`config.mk`:
```
export PLATFORM = sky130hd
export DESIGN_NAME = bckf_regbank
export DESIGN_NICKNAME = d
export VERILOG_FILES = /design/src/bckf_regbank.v /design/src/bckf_sp_reg.v
export VERILOG_INCLUDE_DIRS = /design/src
export SDC_FILE = /design/constraint.sdc
export NUM_CORES = 1
export LEC_CHECK = 0
export ABC_AREA = 1
export BUFFER_PORTS_ARGS = -buffer_cell sky130_fd_sc_hd__buf_4
export CAP_MARGIN = 5
export CORE_MARGIN = 4
export CORE_UTILIZATION = 40
export CTS_BUF_LIST = sky130_fd_sc_hd__clkbuf_8
export CTS_CLUSTER_DIAMETER = 120
export DETAILED_ROUTE_END_ITERATION = 6
export PLACE_DENSITY = 0.71
export RECOVER_POWER = 25
export SETUP_SLACK_MARGIN = 0.1
export SYNTH_ARGS = -nofsm -noshare
export SYNTH_HDL_FRONTEND = slang
export SYNTH_HIERARCHICAL = 1
export SYNTH_SLANG_ARGS = --single-unit
export TNS_END_PERCENT = 1
```
`constraint.sdc`:
```
create_clock -name mclk -period 2.45 [get_ports mclk]
set_input_delay 0.1225 -clock mclk [delete_from_list [all_inputs] [get_ports mclk]]
set_output_delay 0.1225 -clock mclk [all_outputs]
set_load 0.05 [all_outputs]
```
`src/bckf_regs.vh`:
```
// Notes on behaviour
// - normal set-point at 0x4A, bits 5:0
// - normal range bit 6 read-only, set by configuration
// - standby set-point at 0x4B, bits 5:0
// - standby range bit copies configured normal range
// - sleep set-point at 0x4C, bits 5:0
// - sleep range bit copies configured normal range
// - switching mode 0x4D bits 3:0, reset 0x08
// - mode bit 5 sleep state, off or pfm
// - configuration 0x4E bit 0 current limit
// - configuration bits 3:2 switching frequency
// - configuration bits 5:4 phase clock select
// - configuration bits 7:6 voltage ramp speed
// - all control through serial register accesses, except range, set by configuration load
`ifndef BCKF_REGS_VH
`define BCKF_REGS_VH
`define BCKF_ADDR_NORMAL   8'h4A
`define BCKF_ADDR_STANDBY  8'h4B
`define BCKF_ADDR_SLEEP    8'h4C
`define BCKF_ADDR_MODE     8'h4D
`define BCKF_ADDR_CONF     8'h4E
`define BCKF_SP_MSB        5
`define BCKF_RANGE_BIT     6
`define BCKF_MODE_MSB      3
`define BCKF_SLEEP_BIT     5
`define BCKF_ILIM_BIT      0
`define BCKF_UNUSED_BIT    1
`define BCKF_FREQ_LSB      2
`define BCKF_PHASE_LSB     4
`define BCKF_RAMP_LSB      6
`define BCKF_SP_RST        6'h00
`define BCKF_MODE_RST      4'h8
`define BCKF_CONF_RST      8'h00
`endif

```
`src/bckf_regbank.v`:
```
`timescale 1ns/100ps
`default_nettype none
`include "bckf_regs.vh"
module bckf_regbank (
  input  wire       mclk,
  input  wire       rst,
  input  wire       wr_en,
  input  wire       rd_en,
  input  wire [7:0] addr,
  input  wire [7:0] wr_data,
  input  wire       cfg_load,
  input  wire       cfg_range,
  output reg  [7:0] rd_data,
  output reg        rd_valid,
  output reg  [5:0] normal_setpoint_field,
  output reg  [5:0] standby_setpoint,
  output reg  [5:0] sleep_setpoint,
  output reg        range_select,
  output reg  [3:0] switching_mode,
  output reg        sleep_state_select,
  output reg        current_limit_select,
  output reg  [1:0] switching_frequency_select,
  output reg  [1:0] phase_clock_select,
  output reg  [1:0] voltage_ramp_speed_select
);
  reg        range_q;
  reg [3:0]  mode_q;
  reg        sleep_q;
  reg [7:0]  conf_q;
  wire [7:0] normal_v;
  wire [7:0] standby_v;
  wire [7:0] sleep_v;
  reg  [7:0] rd_d;

  // range only changes by configuration load, one value shared by all three
  always @(posedge mclk) begin
    if (rst)
      range_q <= 1'b0;
    else if (cfg_load)
      range_q <= cfg_range;
  end

  bckf_sp_reg #(.ADDR(`BCKF_ADDR_NORMAL)) u_normal (
    .mclk      (mclk),
    .rst       (rst),
    .wr_en     (wr_en),
    .wr_addr   (addr),
    .wr_data   (wr_data),
    .range_bit (range_q),
    .value     (normal_v)
  );
  bckf_sp_reg #(.ADDR(`BCKF_ADDR_STANDBY)) u_standby (
    .mclk      (mclk),
    .rst       (rst),
    .wr_en     (wr_en),
    .wr_addr   (addr),
    .wr_data   (wr_data),
    .range_bit (range_q),
    .value     (standby_v)
  );
  bckf_sp_reg #(.ADDR(`BCKF_ADDR_SLEEP)) u_sleep (
    .mclk      (mclk),
    .rst       (rst),
    .wr_en     (wr_en),
    .wr_addr   (addr),
    .wr_data   (wr_data),
    .range_bit (range_q),
    .value     (sleep_v)
  );

  always @(posedge mclk) begin
    if (rst) begin
      mode_q  <= `BCKF_MODE_RST;
      sleep_q <= 1'b0;
      conf_q  <= `BCKF_CONF_RST;
    end else if (wr_en) begin
      if (addr == `BCKF_ADDR_MODE) begin
        mode_q  <= wr_data[`BCKF_MODE_MSB:0];
        sleep_q <= wr_data[`BCKF_SLEEP_BIT];
      end
      // all eight bits stored, unused bit 1 included
      if (addr == `BCKF_ADDR_CONF)
        conf_q <= wr_data;
    end
  end

  always @* begin
    case (addr)
      `BCKF_ADDR_NORMAL:  rd_d = normal_v;
      `BCKF_ADDR_STANDBY: rd_d = standby_v;
      `BCKF_ADDR_SLEEP:   rd_d = sleep_v;
      `BCKF_ADDR_MODE:    rd_d = {2'b00, sleep_q, 1'b0, mode_q};
      `BCKF_ADDR_CONF:    rd_d = conf_q;
      default:            rd_d = 8'h00;
    endcase
  end

  // registered outputs: one cycle after each change
  always @(posedge mclk) begin
    if (rst) begin
      rd_data                    <= 8'h00;
      rd_valid                   <= 1'b0;
      normal_setpoint_field      <= `BCKF_SP_RST;
      standby_setpoint           <= `BCKF_SP_RST;
      sleep_setpoint             <= `BCKF_SP_RST;
      range_select               <= 1'b0;
      switching_mode             <= `BCKF_MODE_RST;
      sleep_state_select         <= 1'b0;
      current_limit_select       <= 1'b0;
      switching_frequency_select <= 2'h0;
      phase_clock_select         <= 2'h0;
      voltage_ramp_speed_select  <= 2'h0;
    end else begin
      rd_valid <= rd_en;
      if (rd_en)
        rd_data <= rd_d;
      normal_setpoint_field      <= normal_v[`BCKF_SP_MSB:0];
      standby_setpoint           <= standby_v[`BCKF_SP_MSB:0];
      sleep_setpoint             <= sleep_v[`BCKF_SP_MSB:0];
      range_select               <= range_q;
      switching_mode             <= mode_q;
      sleep_state_select         <= sleep_q;
      current_limit_select       <= conf_q[`BCKF_ILIM_BIT];
      switching_frequency_select <= conf_q[`BCKF_FREQ_LSB+1:`BCKF_FREQ_LSB];
      phase_clock_select         <= conf_q[`BCKF_PHASE_LSB+1:`BCKF_PHASE_LSB];
      voltage_ramp_speed_select  <= conf_q[`BCKF_RAMP_LSB+1:`BCKF_RAMP_LSB];
    end
  end
endmodule
`default_nettype wire

```
`src/bckf_sp_reg.v`:
```
`timescale 1ns/100ps
`default_nettype none
`include "bckf_regs.vh"
// one set-point register: 6 writable code bits, range bit from configuration
module bckf_sp_reg #(
  parameter [7:0] ADDR = 8'h00
) (
  input  wire       mclk,
  input  wire       rst,
  input  wire       wr_en,
  input  wire [7:0] wr_addr,
  input  wire [7:0] wr_data,
  input  wire       range_bit,
  output wire [7:0] value
);
  reg [5:0] code_q;
  always @(posedge mclk) begin
    if (rst)
      code_q <= `BCKF_SP_RST;
    else if (wr_en && wr_addr == ADDR)
      code_q <= wr_data[`BCKF_SP_MSB:0];
  end
  // bit 7 held at zero, bit 6 never written by host
  assign value = {1'b0, range_bit, code_q};
endmodule
`default_nettype wire

```
# ---- After elaboration in Yosys (flattened, before gate mapping)
# Cells that the tools add are included.
dict set report totals {
  latchBits 0
  output_inout_bits 40
  rom_bits 0
  in_bits 22
  reg_bits 72
  wordCells 30
  ramBits 0
  n_memories 0
}
dict set report op_classes {
  n_addsub 0
  bitwise 0
  mux 1
  shifts 0
  n_eq_ne 5
  multipliers 0
  n_div 0
  reduce_logical 5
  order_cmp 0
}
# operator count
set ops {}
lappend ops {{$eq 8x7->1 const B} 5}
lappend ops {{$pmux 8 s5} 1}
lappend ops {{$reduce_and 2->1} 2}
lappend ops {{$logic_and 1x1->1} 3}

# ---- Longest topological paths before layout
dict set report depth {
  depth_word 2
  depth_mapped 8
  depth_no_buf 7
}

# ---- Hierarchy
# Netlist, hierarchy kept.
# mod n_inst cells_per_inst seq_area_each_um2 area_each_um2
set modules_own_cells {}
lappend modules_own_cells {bckf_regbank 1 252 1081.0 2030.7}
lappend modules_own_cells {{bckf_sp_reg (u_sleep)} 1 56 120.1 399.1}
lappend modules_own_cells {{bckf_sp_reg (u_standby)} 1 60 120.1 386.6}
lappend modules_own_cells {{bckf_sp_reg (u_normal)} 1 56 120.1 380.4}

# ---- Least setup slack after synthesis
# OpenSTA, ideal clock, no wires.
dict set report synth_timing {
  path_type {input -> register}
  from {input addr[0]}
  to {register conf_q[0]}
  path_buffers 1
  t_required_ns 2.333
  t_arrival_ns 0.873
  slack_ns 1.460
  stages 7
  path_cell_list {inv_1 -> nand2_2 -> nor2_4 -> nand3_4 -> buf_6 -> o21ai_1 -> a21oi_1}
}
dict set report synth_via {
  elab_chain_len 2
}
# element line_no
set synth_lines {}
lappend synth_lines {{start, declared} bckf_regbank.v:9} ;# input wire [7:0] addr,
lappend synth_lines {{$eq 8x7->1} n/a}
lappend synth_lines {{$reduce_and 2->1 (no source line)} n/a}
lappend synth_lines {{end signal, assigned} bckf_regbank.v:75} ;# conf_q <= `BCKF_CONF_RST;
lappend synth_lines {{end signal, assigned} bckf_regbank.v:83} ;# conf_q <= wr_data;
lappend synth_lines {{end, declared} bckf_regbank.v:29} ;# reg [7:0] conf_q;
# Every way passes these cells.
# A chain may end at the register's enable or synchronous reset.

# ---- Final worst setup path
dict set report layout_timing {
  from {input addr[7]}
  to {register rd_data[2]}
}
dict set report layout_via {
  elab_chain_len 2
  word_cells_on_any_way 6
}
# element line_no
set layout_lines {}
lappend layout_lines {{$eq 8x7->1} bckf_regbank.v:88} ;# case (addr)
lappend layout_lines {{$pmux 8 s5 (*)} bckf_regbank.v:88}
lappend layout_lines {{end signal, assigned} bckf_regbank.v:116} ;# rd_data <= rd_d;
lappend layout_lines {{end, declared} bckf_regbank.v:13} ;# output reg [7:0] rd_data,
# Every way passes the cells marked *; elsewhere a longest branch is shown, timed or not.

==> reports/results.ini <==
[status]
status=complete, no violations

[grt]
met3_usage_pct=4.953
gr-usage-met1_pct=20.68
grt_antenna_before_repair=0
grt_use_total_pct=16.79
grt.busiest_layer=met2
grtUsageMet2_pct=27.78
grt_pass1_vias=2647
grt_pass1_wl_microns=12800
overflow=0
grt_max_degree=41

[logic_synthesis]
synth_area_leader_cell=dfxtp_1
netlist_top_cells_area=dfxtp_1, inv_1, nor2_1, nand2_1, o21ai_0
yosys.area.top_type_share_pct=45.09
syn_nets=446
synth_warnings=6
syn_area_per_cell_sq_um=7.540
ys_seq_area_share_pct=45.09
ys_seq_elements=72
syn_area_sq_mm=0.003197
ys_types=25
syn_inst=424

[finish]
final_util_pct=50.69
final_common_cell=inv_1
area_growth_syn_to_layout_pct=23.17
area.sequential_sq_mm=0.001441
drive_gt1_share_pct=24.07
final_cell_mix=inv_1, dfxtp_1, nor2_1
n_antenna_cell=0
nets=503
multi_input_area_sq_mm=0.001311
fillers=806

[clocking]
postCtsSetupBuffers=0
clk_latency_ns=0.34
cts_tree=done
clk_path_buf_depth=2
htree_num_levels=3
hold_buffers=0
numCtsBuffers=9
cts_resized=0
root_buffer=clkbuf_8
clock-sinks=72
path_clk_slew_ns=0.07

[detailed_routing]
routed_wl_microns=7660
dr.pass1.iters=4
viasPerCell=4.622
via_count=2718
drt_iter0_drc=158
detail_route.wl_per_cell_microns=13.03
drc=0
ant_nets=0

[die]
coreArea_sq_mm=0.007767
die_w_microns=97.40
rows=32
start_util_pct=41.16
io_pins=62
die_area_sq_mm=0.009487
die_height_microns=97.40

[timing]
drv_slew=0
setup_viol=0
max_freq_ghz=0.9360
hold_viol=0
tns_ns=0
final.period_utilization_pct=43.61
rsz0062_at_grt=false
fin_skew_ns=0.01053
setup_ws_ns=1.382
fin_crit_ns=1.068

[placement]
portBuffers=61
dp_hpwl_microns=5835
gp_congestion=0.9211
dp_slack_ns=1.058

[worst_setup_path]
crit_path_max_fanout=24
end_kind=register
r2r_end=rd_data[4]$_SDFFE_PP0P_
reg2reg_depth=4
arrival_ns=1.34
worst-setup-path-type=in2reg
worstPathRequired_ns=2.72
start_kind=primary input
r2r_setup_slack_ns=1.42
reg2reg_from=u_standby/code_q[4]$_SDFFE_PP0P_

[worst_hold_path]
hold_end=range_q$_SDFFE_PP0P_
min_from=cfg_range
holdPathStages=3
min_path_type=in2reg

[pwr]
power_density_mw_per_mm2=645.5
p_leak_nw=1.789
peakVddDrop_v=0.0003277

[flow_run]
maxCapViolations=0

stage by stage:
stage	cells	area [sq um]	total power [mW]	hold slack [ns]
global placement	572	3684	1.409	0.3605
CTS	588	3938	2.569	0.004179
global route	588	3938	2.643	0.01610
detailed placement	572	3684	1.413	0.3685
finish	588	3938	2.542	0.01382
floorplan	424	3197	1.338	0.2489
cell families after synthesis:
group / count (synthesis) / synth area share (%)
buf+inv: 107 / 13.89
compound gates: 57 / 9.119
other cells: 3 / 0.3522
flops: 72 / 45.09
simple gates: 185 / 31.55
Yosys cell counts:
| cell type | instances |
|---|---|
| a21oi_1 | 22 |
| nor3_4 | 1 |
| nand3_4 | 4 |
| buf_2 | 1 |
| nand2_2 | 10 |
| conb_1 | 3 |
| nor2_4 | 9 |
| clkinv_1 | 4 |
| dfxtp_1 | 72 |
| inv_2 | 5 |
| o22ai_1 | 5 |
| o21ai_0 | 28 |
| inv_1 | 83 |
| nor2_8 | 4 |
| nand2_1 | 45 |
| nand3_1 | 18 |
| nand3_2 | 1 |
| nand4_1 | 18 |
| o21ai_1 | 2 |
| clkbuf_1 | 1 |
| buf_1 | 4 |
| nor2_1 | 69 |
| buf_6 | 2 |
| buf_4 | 7 |
| nor2_2 | 6 |
registers in the layout (all words and copies together) (netlist names), 2 cells and up:
| register | count |
|---|---|
| phase_clock_select | 2 |
| u_standby/code_q | 6 |
| u_normal/code_q | 6 |
| sleep_setpoint | 6 |
| voltage_ramp_speed_select | 2 |
| normal_setpoint_field | 6 |
| rd_data | 8 |
| conf_q | 8 |
| switching_mode | 4 |
| standby_setpoint | 6 |
| u_sleep/code_q | 6 |
| mode_q | 4 |
| switching_frequency_select | 2 |
final cells by class:
class | count | area share (%)
Clock buffer | 11 | 3.845
Sequential cell | 72 | 36.61
Clock inverter | 5 | 2.606
Tap cell | 102 | 3.241
Inverter | 92 | 8.770
Multi-Input combinational cell | 245 | 33.30
Timing Repair Buffer | 61 | 11.63
critical path, cell delays in order:
cell	delay, ns
buf_4	0.15
inv_2	0.05
nand2_2	0.07
nor2_8	0.33
nand2_1	0.17
o21ai_0	0.24
nor2_1	0.06
a21oi_1	0.13
power breakdown:
group	switching [mW]	total, mW	internal (mW)
logic	0.141	0.202	0.0612
registers	0.00494	1.18	1.18
clock network	0.427	1.16	0.730
metal layers:
layer	vias up	wire length, microns
met5	-	0
met4	0	129
met3	10	512
met2	84	3590
met1	1216	3428
li1	1408	-
how the worst max path moves through the flow:
stage               cells after the start  slack (ns)                      end               startpoint
finish                                  8        1.38  rd_data[2]$_SDFFE_PP0P_                  addr[7]
global route                            8        1.25  rd_data[0]$_SDFFE_PP0P_                  addr[7]
CTS                                     1        1.40               rd_data[3]  rd_data[3]$_SDFFE_PP0P_
floorplan                               7        1.46   conf_q[0]$_SDFFE_PP0P_                  addr[0]
detailed placement                      7        1.06   conf_q[3]$_SDFFE_PP0P_                  addr[7]
global placement                        8        1.11  rd_data[1]$_SDFFE_PP0P_                  addr[7]
(Power assumes the default switching activity.)
